==> src/hw/mcrtc_pkg.sv <==
// Constants, register map and types of the main clock controller with time base.
// Assumes a 32-bit APB master and one oscillator-rate clock.
package mcrtc_pkg;
   localparam int          APB_ADDR_W       = 12;
   // Register indices as printed; byte address is four times the index
   localparam logic [7:0]  MISC_INDEX       = 8'h20;
   localparam logic [7:0]  CSR_INDEX        = 8'h29;
   localparam logic [7:0]  IRQ_STATUS_INDEX = 8'h30;
   localparam logic [7:0]  IRQ_MASK_INDEX   = 8'h31;
   localparam logic [11:0] MISC_ADDR        = {2'h0, MISC_INDEX, 2'h0};
   localparam logic [11:0] CSR_ADDR         = {2'h0, CSR_INDEX, 2'h0};
   localparam logic [11:0] IRQ_STATUS_ADDR  = {2'h0, IRQ_STATUS_INDEX, 2'h0};
   localparam logic [11:0] IRQ_MASK_ADDR    = {2'h0, IRQ_MASK_INDEX, 2'h0};

   localparam logic [7:0]  CSR_RESET        = 8'h01;
   localparam logic [7:0]  MISC_RESET       = 8'h00;
   localparam logic [1:0]  IRQ_RESET        = 2'h0;

   // Control/status field positions
   localparam int          CSR_FLAG_BIT     = 0;
   localparam int          CSR_IRQEN_BIT    = 1;
   localparam int          CSR_TBSEL_LSB    = 2;
   // Misc control one field positions
   localparam int          MISC_SLOW_BIT    = 0;
   localparam int          MISC_DIV_LSB     = 1;
   localparam int          MISC_CLKOUT_BIT  = 5;
   // Interrupt status bits
   localparam int          IRQ_TICK_BIT     = 0;
   localparam int          IRQ_WAKE_BIT     = 1;

   // Oscillator cycles per time-base period
   localparam int          TB_COUNT_0       = 32000;
   localparam int          TB_COUNT_1       = 64000;
   localparam int          TB_COUNT_2       = 160000;
   localparam int          TB_COUNT_3       = 400000;
   localparam int          TB_CNT_W         = 19;

   // Prescaler divide masks (divide ratio minus one)
   localparam logic [4:0]  DIV_NORMAL       = 5'h01;
   localparam logic [4:0]  DIV_4            = 5'h03;
   localparam logic [4:0]  DIV_8            = 5'h07;
   localparam logic [4:0]  DIV_16           = 5'h0f;
   localparam logic [4:0]  DIV_32           = 5'h1f;

   typedef enum logic [1:0] {
      MODE_RUN,
      MODE_ACTIVE_HALT,
      MODE_FULL_HALT
   } mcrtc_power_t;
endpackage

==> src/hw/mcrtc_clock_controller.sv <==
// Main clock controller: CPU prescaler, clock-out and periodic time base.
// Assumes APB from the CPU side and an oscillator-rate clock; halt and wake
// requests come from logic on the same clock.
//
// How it works
// CPU clock enable from programmable prescaler
// CAN clock ignores prescaler setting
// Clock-out drives oscillator over two
// Clock-out stops in active halt
// Time-base select picks four divide counts
// Selection change waits for period end
// Hardware sets flag; reading register clears
// Control/status resets to 01h
// Upper four status bits read zero
// Software avoids bit set/clear on status
// Halt with irq enable enters active halt
// Irq needs flag, enable, unmasked CPU
// Wait mode leaves time base running
// Active halt counts, registers frozen, wakes
// Full halt freezes all; other wake (canClockEnable stays high in full halt)
// Three functions run independently together
// Normal divides two; slow four to 32
// Clock-out disabled frees pin; resets off
// Counter restarts each period automatically
`timescale 1ns/100ps
module mcrtc_clock_controller #(
   parameter int TB_COUNT_0 = mcrtc_pkg::TB_COUNT_0,
   parameter int TB_COUNT_1 = mcrtc_pkg::TB_COUNT_1,
   parameter int TB_COUNT_2 = mcrtc_pkg::TB_COUNT_2,
   parameter int TB_COUNT_3 = mcrtc_pkg::TB_COUNT_3
) (
   input  wire logic                             clock,
   input  wire logic                             rst,
   input  wire logic                             psel,
   input  wire logic                             penable,
   input  wire logic                             pwrite,
   input  wire logic [mcrtc_pkg::APB_ADDR_W-1:0] paddr,
   input  wire logic [31:0]                      pwdata,
   output logic      [31:0]                      prdata,
   output logic                                  pready,
   output logic                                  pslverr,
   input  wire logic                             haltRequest,
   input  wire logic                             wakeRequest,
   input  wire logic                             globalIrqMask,
   output logic                                  cpuClockEnable,
   output logic                                  canClockEnable,
   output logic                                  clockOutPin,
   output logic                                  clockOutDriveEnable,
   output logic                                  timebaseIrqRequest,
   output logic                                  activeHaltMode,
   output logic                                  fullHaltMode,
   output logic                                  irq
);
   logic [7:0]                  csrReg;
   logic [7:0]                  miscReg;
   logic [1:0]                  irqStatus;
   logic [1:0]                  irqMask;
   logic [4:0]                  prescaleCount;
   logic                        clockOutToggle;
   mcrtc_pkg::mcrtc_power_t     mode;
   mcrtc_pkg::mcrtc_power_t     next_mode;

   wire                         timebaseFlag     = csrReg[mcrtc_pkg::CSR_FLAG_BIT];
   wire                         timebaseIrqEnable = csrReg[mcrtc_pkg::CSR_IRQEN_BIT];
   wire [1:0]                   timebaseSelect   = csrReg[mcrtc_pkg::CSR_TBSEL_LSB +: 2];
   wire                         slowModeSelect   = miscReg[mcrtc_pkg::MISC_SLOW_BIT];
   wire [1:0]                   slowClockDivider = miscReg[mcrtc_pkg::MISC_DIV_LSB +: 2];
   wire                         clockOutEnable   = miscReg[mcrtc_pkg::MISC_CLKOUT_BIT];

   // Bus decode
   wire                         hitMisc      = paddr == mcrtc_pkg::MISC_ADDR;
   wire                         hitCsr       = paddr == mcrtc_pkg::CSR_ADDR;
   wire                         hitStatus    = paddr == mcrtc_pkg::IRQ_STATUS_ADDR;
   wire                         hitMask      = paddr == mcrtc_pkg::IRQ_MASK_ADDR;
   wire                         addrHit      = hitMisc || hitCsr || hitStatus || hitMask;
   wire                         setupPhase   = psel && !penable;
   wire                         accessDone   = psel && penable;
   wire                         running      = mode == mcrtc_pkg::MODE_RUN;
   // Registers are frozen outside run mode
   wire                         regWrite     = accessDone && pwrite && addrHit && running;  // see R14
   wire                         csrReadDone  = accessDone && !pwrite && hitCsr && running;

   // Time base
   wire                         timebaseRun  = mode != mcrtc_pkg::MODE_FULL_HALT;           // see R13
   wire                         timebaseTick;
   wire [1:0]                   activeSelect;

   mcrtc_timebase_counter #(
      .COUNT_0 (TB_COUNT_0),
      .COUNT_1 (TB_COUNT_1),
      .COUNT_2 (TB_COUNT_2),
      .COUNT_3 (TB_COUNT_3)
   ) u_timebase (
      .clock        (clock),
      .rst          (rst),
      .run          (timebaseRun),
      .select       (timebaseSelect),
      .tick         (timebaseTick),
      .activeSelect (activeSelect)
   );

   // Read data mux; reserved bits of the status register read zero
   wire [7:0]                   csrReadValue = {4'h0, csrReg[3:0]};
   wire [7:0]                   readMux      = hitCsr    ? csrReadValue :
                                               hitMisc   ? miscReg :
                                               hitStatus ? {6'h0, irqStatus} :
                                               hitMask   ? {6'h0, irqMask} : 8'h00;

   // Prescaler
   wire [4:0]                   divideMask   = !slowModeSelect     ? mcrtc_pkg::DIV_NORMAL :
                                               slowClockDivider == 2'h0 ? mcrtc_pkg::DIV_4 :
                                               slowClockDivider == 2'h2 ? mcrtc_pkg::DIV_8 :
                                               slowClockDivider == 2'h1 ? mcrtc_pkg::DIV_16 :
                                                                          mcrtc_pkg::DIV_32;
   wire                         prescaleTick = (prescaleCount & divideMask) == divideMask;

   // Flag: hardware set wins over the read clear
   wire                         next_flag    = timebaseTick ? 1'b1 :
                                               csrReadDone  ? 1'b0 : timebaseFlag;
   wire [7:0]                   next_csr     = (regWrite && hitCsr) ?
                                               {4'h0, pwdata[3:1], next_flag} :
                                               {csrReg[7:1], next_flag};

   wire [1:0]                   irqEvents    = {(mode != mcrtc_pkg::MODE_RUN) && (next_mode == mcrtc_pkg::MODE_RUN),
                                                timebaseTick};
   wire [1:0]                   irqClear     = (regWrite && hitStatus) ? pwdata[1:0] : 2'h0;

   // Power mode
   always_comb begin
      next_mode = mode;
      case (mode)
         mcrtc_pkg::MODE_RUN: begin
            if (haltRequest) begin
               next_mode = timebaseIrqEnable ? mcrtc_pkg::MODE_ACTIVE_HALT
                                             : mcrtc_pkg::MODE_FULL_HALT;
            end
         end
         mcrtc_pkg::MODE_ACTIVE_HALT: begin
            if (timebaseTick || wakeRequest) begin
               next_mode = mcrtc_pkg::MODE_RUN;
            end
         end
         mcrtc_pkg::MODE_FULL_HALT: begin
            if (wakeRequest) begin
               next_mode = mcrtc_pkg::MODE_RUN;
            end
         end
         default: next_mode = mcrtc_pkg::MODE_RUN;
      endcase
   end

   always_ff @(posedge clock or posedge rst) begin
      if (rst) begin
         mode <= mcrtc_pkg::MODE_RUN;
      end else begin
         mode <= next_mode;
      end
   end

   always_ff @(posedge clock or posedge rst) begin
      if (rst) begin
         csrReg  <= mcrtc_pkg::CSR_RESET;
         miscReg <= mcrtc_pkg::MISC_RESET;
      end else begin
         csrReg <= next_csr;
         if (regWrite && hitMisc) begin
            miscReg <= pwdata[7:0];
         end
      end
   end

   always_ff @(posedge clock or posedge rst) begin
      if (rst) begin
         irqStatus <= mcrtc_pkg::IRQ_RESET;
         irqMask   <= mcrtc_pkg::IRQ_RESET;
      end else begin
         irqStatus <= (irqStatus & ~irqClear) | irqEvents;
         if (regWrite && hitMask) begin
            irqMask <= pwdata[1:0];
         end
      end
   end

   always_ff @(posedge clock or posedge rst) begin
      if (rst) begin
         prdata <= 32'h0;
      end else if (setupPhase && !pwrite) begin
         prdata <= {24'h0, readMux};
      end
   end

   // Prescaler and clock-out run side by side from the same clock
   always_ff @(posedge clock or posedge rst) begin
      if (rst) begin
         prescaleCount  <= 5'h0;
         clockOutToggle <= 1'b0;
      end else begin
         prescaleCount <= prescaleCount + 5'h1;
         if (!clockOutEnable) begin
            clockOutToggle <= 1'b0;
         end else if (running) begin
            clockOutToggle <= !clockOutToggle;                                         // see R3
         end
      end
   end

   assign pready              = 1'b1;
   assign pslverr             = accessDone && !addrHit;
   assign cpuClockEnable      = prescaleTick && running;
   assign canClockEnable      = 1'b1;
   assign clockOutPin         = clockOutToggle;
   assign clockOutDriveEnable = clockOutEnable;
   assign timebaseIrqRequest  = timebaseFlag && timebaseIrqEnable && !globalIrqMask;
   assign activeHaltMode      = mode == mcrtc_pkg::MODE_ACTIVE_HALT;
   assign fullHaltMode        = mode == mcrtc_pkg::MODE_FULL_HALT;
   assign irq                 = |(irqStatus & irqMask);

   reset_value_a: assert property (@(posedge clock) disable iff (rst)
      $past(rst) |-> csrReg == mcrtc_pkg::CSR_RESET)
      else $error("status register reset value wrong");
   flag_set_a: assert property (@(posedge clock) disable iff (rst)
      timebaseTick |=> timebaseFlag)
      else $error("flag not set by period end");
   read_clear_a: assert property (@(posedge clock) disable iff (rst)
      (csrReadDone && !timebaseTick && !(regWrite && hitCsr)) |=> !timebaseFlag)
      else $error("flag not cleared by read");
   reserved_zero_a: assert property (@(posedge clock) disable iff (rst)
      (setupPhase && !pwrite && hitCsr) |=> prdata[7:4] == 4'h0)
      else $error("reserved bits read nonzero");
   active_halt_a: assert property (@(posedge clock) disable iff (rst)
      (running && haltRequest && timebaseIrqEnable) |=> activeHaltMode)
      else $error("halt with irq enable missed active halt");
   full_halt_a: assert property (@(posedge clock) disable iff (rst)
      (fullHaltMode && !wakeRequest) |=> fullHaltMode && $stable(csrReg))
      else $error("full halt left without wake");
   irq_gate_a: assert property (@(posedge clock) disable iff (rst)
      timebaseIrqRequest |-> timebaseFlag && timebaseIrqEnable && !globalIrqMask)
      else $error("irq request without cause");
   clkout_stop_a: assert property (@(posedge clock) disable iff (rst)
      (activeHaltMode && clockOutEnable) |=> $stable(clockOutPin))
      else $error("clock-out toggled in active halt");
   clkout_run_a: assert property (@(posedge clock) disable iff (rst)
      (running && clockOutEnable) |=> clockOutPin != $past(clockOutPin))
      else $error("clock-out not toggling");
   normal_div_a: assert property (@(posedge clock) disable iff (rst)
      (prescaleTick && !slowModeSelect) |=> !prescaleTick)
      else $error("normal mode prescaler not halving");
   tick_wake_a: assert property (@(posedge clock) disable iff (rst)
      (activeHaltMode && timebaseTick) |=> running ##0 timebaseFlag)
      else $error("tick did not wake active halt");

   tick_seen_c:   cover property (@(posedge clock) disable iff (rst) timebaseTick);
   read_clear_c:  cover property (@(posedge clock) disable iff (rst) csrReadDone && timebaseFlag);
   ahalt_wake_c:  cover property (@(posedge clock) disable iff (rst) activeHaltMode ##1 running);
   fhalt_wake_c:  cover property (@(posedge clock) disable iff (rst) fullHaltMode && wakeRequest);
endmodule

==> src/hw/mcrtc_timebase_counter.sv <==
// Periodic time-base counter on the oscillator clock.
// Assumes the enclosing controller gates it with a run level.
`timescale 1ns/100ps
module mcrtc_timebase_counter #(
   parameter int COUNT_0 = mcrtc_pkg::TB_COUNT_0,
   parameter int COUNT_1 = mcrtc_pkg::TB_COUNT_1,
   parameter int COUNT_2 = mcrtc_pkg::TB_COUNT_2,
   parameter int COUNT_3 = mcrtc_pkg::TB_COUNT_3
) (
   input  wire logic       clock,
   input  wire logic       rst,
   input  wire logic       run,
   input  wire logic [1:0] select,
   output logic            tick,
   output logic [1:0]      activeSelect
);
   logic [mcrtc_pkg::TB_CNT_W-1:0] count;
   logic [mcrtc_pkg::TB_CNT_W-1:0] next_count;

   function automatic logic [mcrtc_pkg::TB_CNT_W-1:0] lastCount(input logic [1:0] sel);
      int n;
      case (sel)
         2'h0:    n = COUNT_0;
         2'h1:    n = COUNT_1;
         2'h2:    n = COUNT_2;
         default: n = COUNT_3;
      endcase
      return mcrtc_pkg::TB_CNT_W'(n - 1);
   endfunction

   // New selection is picked up only where a period ends
   assign tick       = run && (count == '0);
   assign next_count = tick ? lastCount(select) : count - 1'b1;            // see R6

   always_ff @(posedge clock or posedge rst) begin
      if (rst) begin
         count        <= mcrtc_pkg::TB_CNT_W'(COUNT_0 - 1);
         activeSelect <= 2'h0;
      end else if (run) begin                                              // see R14
         count <= next_count;
         if (tick) begin
            activeSelect <= select;
         end
      end
   end

   period_load_a: assert property (@(posedge clock) disable iff (rst)
      tick |=> count == lastCount($past(select)))
      else $error("time-base period not loaded from selection");
   period_hold_a: assert property (@(posedge clock) disable iff (rst)
      (run && !tick) |=> $stable(activeSelect))
      else $error("time-base selection changed mid period");
endmodule

==> config.mk <==
export PLATFORM = sky130hd
export DESIGN_NAME = mcrtc_clock_controller
export DESIGN_NICKNAME = d
export VERILOG_FILES = /design/src/hw/mcrtc_pkg.sv /design/src/hw/mcrtc_clock_controller.sv /design/src/hw/mcrtc_timebase_counter.sv
export SDC_FILE = /design/constraint.sdc
export NUM_CORES = 1
export LEC_CHECK = 0
export BUFFER_PORTS_ARGS = -buffer_cell sky130_fd_sc_hd__buf_2
export CORE_ASPECT_RATIO = 1.25
export CORE_MARGIN = 1
export CORE_UTILIZATION = 50
export CTS_BUF_LIST = sky130_fd_sc_hd__clkbuf_16
export DETAILED_ROUTE_END_ITERATION = 7
export PLACE_DENSITY = 0.79
export RECOVER_POWER = 100
export SLEW_MARGIN = 15
export SYNTH_ARGS = -nofsm -noshare
export SYNTH_HDL_FRONTEND = slang
export SYNTH_SLANG_ARGS = --single-unit
==> constraint.sdc <==
create_clock -name clock -period 2.9 [get_ports clock]
set_clock_uncertainty 0.2 [all_clocks]
set_input_delay 0.145 -clock clock [delete_from_list [all_inputs] [get_ports clock]]
set_output_delay 0.145 -clock clock [all_outputs]
set_load 0.01 [all_outputs]
==> metrics.md <==
| Metric | Value |
|---|---|
| Status | `finished with violations` |
| Failing checks | `capacitance limit, slew limit` |
| Crit path from | `u_timebase.count[2]` |
| Part of the power in combinational logic | `0.176` |
| Area Growth Syn to Fin | `14.9%` |
| Sequential cell area fraction in the yosys report | `0.465` |
| Die area | `~5900 um2` |
| DRC errors left | `0` |
| Initial Util | `0.515` |
| Max incr delay on CP | `0.61 ns` |
| Total number of vias | `approximately 2200` |
| Pins over their slew limit | `52` |
| Number of flops mapped to enable cells by yosys | `0` |
| Period utilisation layout | `0.913` |
| Antenna diode count | `0` |
| Switch share | `0.303` |
| CP Capture Type | `flip-flop` |
| Max clock buf depth | `2` |
| Worst Setup Start Kind | `flip-flop` |
| Core area | `around 5400 um2` |
| Leakage | `between 1 and 1.5 nW` |
| Clock-pin transition on the worst setup and hold timing paths | `0.07 ns` |
| Initial antenna violation count | `0` |
| Syn. warnings | `0` |
| Power Dens Cells | `591 nW/um2` |
| Share of flip-flops with an asynchronous set or reset | `1.00` |
| Buffers on Ports | `43` |
| CP Data Arrival Time | `2.62 ns` |
| CTS sink count | `a little over 50` |
| Crit Path Category | `reg2reg` |
| CP required | `roughly 2.9 ns` |
| Reg2Reg Depth | `5` |
| Cell count after synthesis | `280` |
| R2r startpoint | `u_timebase.count[2]` |
| Worst R2R End | `u_timebase.count[16]` |
| Worst hold path stage count | `3` |
| Synth Register Bits | `51` |
| Final setup viols | `0` |
| Gpl congestion | `0.860` |
| FMAX | `~0.38 GHz` |
| Fin area | `~3200 um2` |
| Setup_tns | `0 ns` |
| Slew headroom | `-0.213` |
| CP endpoint | `u_timebase.count[16]` |
| Syn avg cell area | `just under 10 um2` |
| CP max stage cell | `or4_1` |
| Crit path max fanout | `6` |
| # fillers | `496` |
| Syn Std Cell Area | `2780 um2` |
| Vias per cell | `5.40` |
| Cell variety after synth | `52` |
| WL final | `around 5400 um` |
| Nets@finish | `393` |
| Total global-route track usage | `0.209` |
| Clock power frac | `0.318` |
| Internal reg-to-reg setup slack | `~0.25 ns` |
| P_int | `0.00132 W` |
| Antenna-violating nets left | `0` |
| GRT Residual Overflow | `0` |
| Worst Tran Pin Value | `around 1.8 ns` |
| Dpl cell area | `2980 um2` |
| Hold Path Class | `in2reg` |
| Placed Instances | `385` |
| Root Driver | `clkbuf_16` |
| DR iter-0 viols | `88` |
| Hold Vio Cnt, Final | `0` |
| Pre-antenna DRT Iters | `4` |
| VDD IR-drop max | `0.495 mV` |
| Crit path cell chain | `or4_1 > nor4b_1 > nand2_2 > or4_4 > xnor2_2` |
| Boundary Pins | `94` |
| Die Ht | `around 85 um` |
| Vias in the first global route | `2086` |
| # Max-Cap Violations | `1` |
| TritonCTS clock tree | `built` |
| Worst-Skew Late Latency | `0.29 ns` |
| Seq pwr share | `0.506` |
| H-tree depth | `2` |
| Non-Filler Instances | `404` |
| Ratio of cells with drive above 1 in the final layout | `0.203` |
| Largest net degree at the start of global routing | `52` |
| Psw | `0.000573 W` |
| First-pass GRT wire length | `9140 um` |
| DR WL/cell | `between 10 and 15 um` |
| Unrepaired setup endpoints after global routing | `false` |
| Top_reg_cell synth | `dfrtp_1` |
| Post-DP HPWL | `4070 um` |
| Post-layout minimum cycle time | `2.65 ns` |
| TritonCTS buffer count | `5` |
| Core Rows | `30` |
| Die outline width | `68.7 um` |
## cells by family (layout without fill, tap and decap cells)
logic type / Yosys count / count (layout) / synth area share
other: 2 / 26 / 0.00270
xor gates and xnor gates: 13 / 13 / 0.0436
muxes: 18 / 18 / 0.0710
adders and majority gates: 2 / 2 / 0.00899
AOI/OAI and AO/OA: 44 / 44 / 0.110
and+or+nand+nor: 112 / 112 / 0.213
DFF: 51 / 51 / 0.465
buffers and inverters: 38 / 74 / 0.0863
## final cells by class
class                   instances  area (um2)  share of cell area
repair buffers                 57         315              0.0986
inverters                       9        33.8              0.0106
multi-input cells             215        1320               0.413
well taps                      64        80.1              0.0250
clock buffers                   5         125              0.0391
clock inverters                 3        28.8             0.00900
flip-flops and latches         51        1290               0.405
## worst max-delay path: cells and delay by family (launching register included)
kind                      cells  cell delay (ns)
and+or+nand+nor               4             1.79
xor gates and xnor gates      1             0.14
DFF                           1             0.41
## per-stage QoR
step	hold slack [ns]	setup WS, ns	total power, W	utilization
4_1_cts	0.0165	0.403	0.00193	0.601
5_1_grt	0.0529	0.150	0.00200	0.591
3_5_place_dp	0.179	0.411	0.00132	0.552
2_1_floorplan	0.0618	0.541	0.00124	-
3_3_place_gp	0.177	0.427	0.00130	0.552
6_report	0.0205	0.251	0.00189	0.591
## power groups by stage
stage | clock (W) | combinational [W] | sequential [W]
6_report | 0.000602 | 0.000333 | 0.000955
5_1_grt | 0.000645 | 0.000380 | 0.000975
4_1_cts | 0.000615 | 0.000348 | 0.000971
3_5_place_dp | 0 | 0.000334 | 0.000983
3_3_place_gp | 0 | 0.000325 | 0.000974
2_1_floorplan | 0 | 0.000282 | 0.000954
## how the worst min path moves through the flow
stage               slack, ns          to   startpoint
floorplan                0.06  miscReg[2]    pwdata[2]
global placement         0.18  miscReg[7]    pwdata[7]
detailed placement       0.18  miscReg[2]    pwdata[2]
CTS                      0.02     mode[1]  wakeRequest
global route             0.05     mode[1]  wakeRequest
finish                   0.02     mode[1]  wakeRequest
## flip-flops by register name, indices dropped and copies added, names as in the netlist
signal	flops
clockOutPin	1
irqStatus	2
u_timebase.count	19
prdata	8
irqMask	2
prescaleCount	5
miscReg	8
csrReg	4
mode	2
## layer usage
layer,up-vias,part of all wire,GRT usage,routed length (um)
met5,-,0,0,0
met4,0,0.025,0.0983,135
met3,11,0.050,0.0403,270
met2,70,0.50,0.339,2710
met1,1036,0.43,0.263,2330
li1,1065,-,-,-
## layout by cell type (no fill, tap or decap), types with 9 or more instances in the layout
cell and count:
dfrtp_1 37, nand2_1 30, nor2_1 28, conb_1 26, buf_2 26, clkbuf_1 20
mux2_2 14, dfstp_2 12, dlygate4sd3_1 11, a21oi_1 10, nor3_1 9, inv_1 9
## Yosys cell counts (all sizes together) (6+ instances only)
library cell	count	area (um2)
a21oi	10	50.1
buf	26	195
dfrtp	37	926
dfstp	14	368
inv	9	33.8
mux2	14	158
nand2	31	119
nor2	28	105
nor3	11	65.1
nor4	9	62.6
o21ai	6	30.0
xnor2	8	77.6
## timing repair
action	CTS	global route
resized for setup	0	0
hold endpoints to repair	53	0
hold buffers	11	0
buffers inserted	0	0
Power figures use the tool's default switching activity.
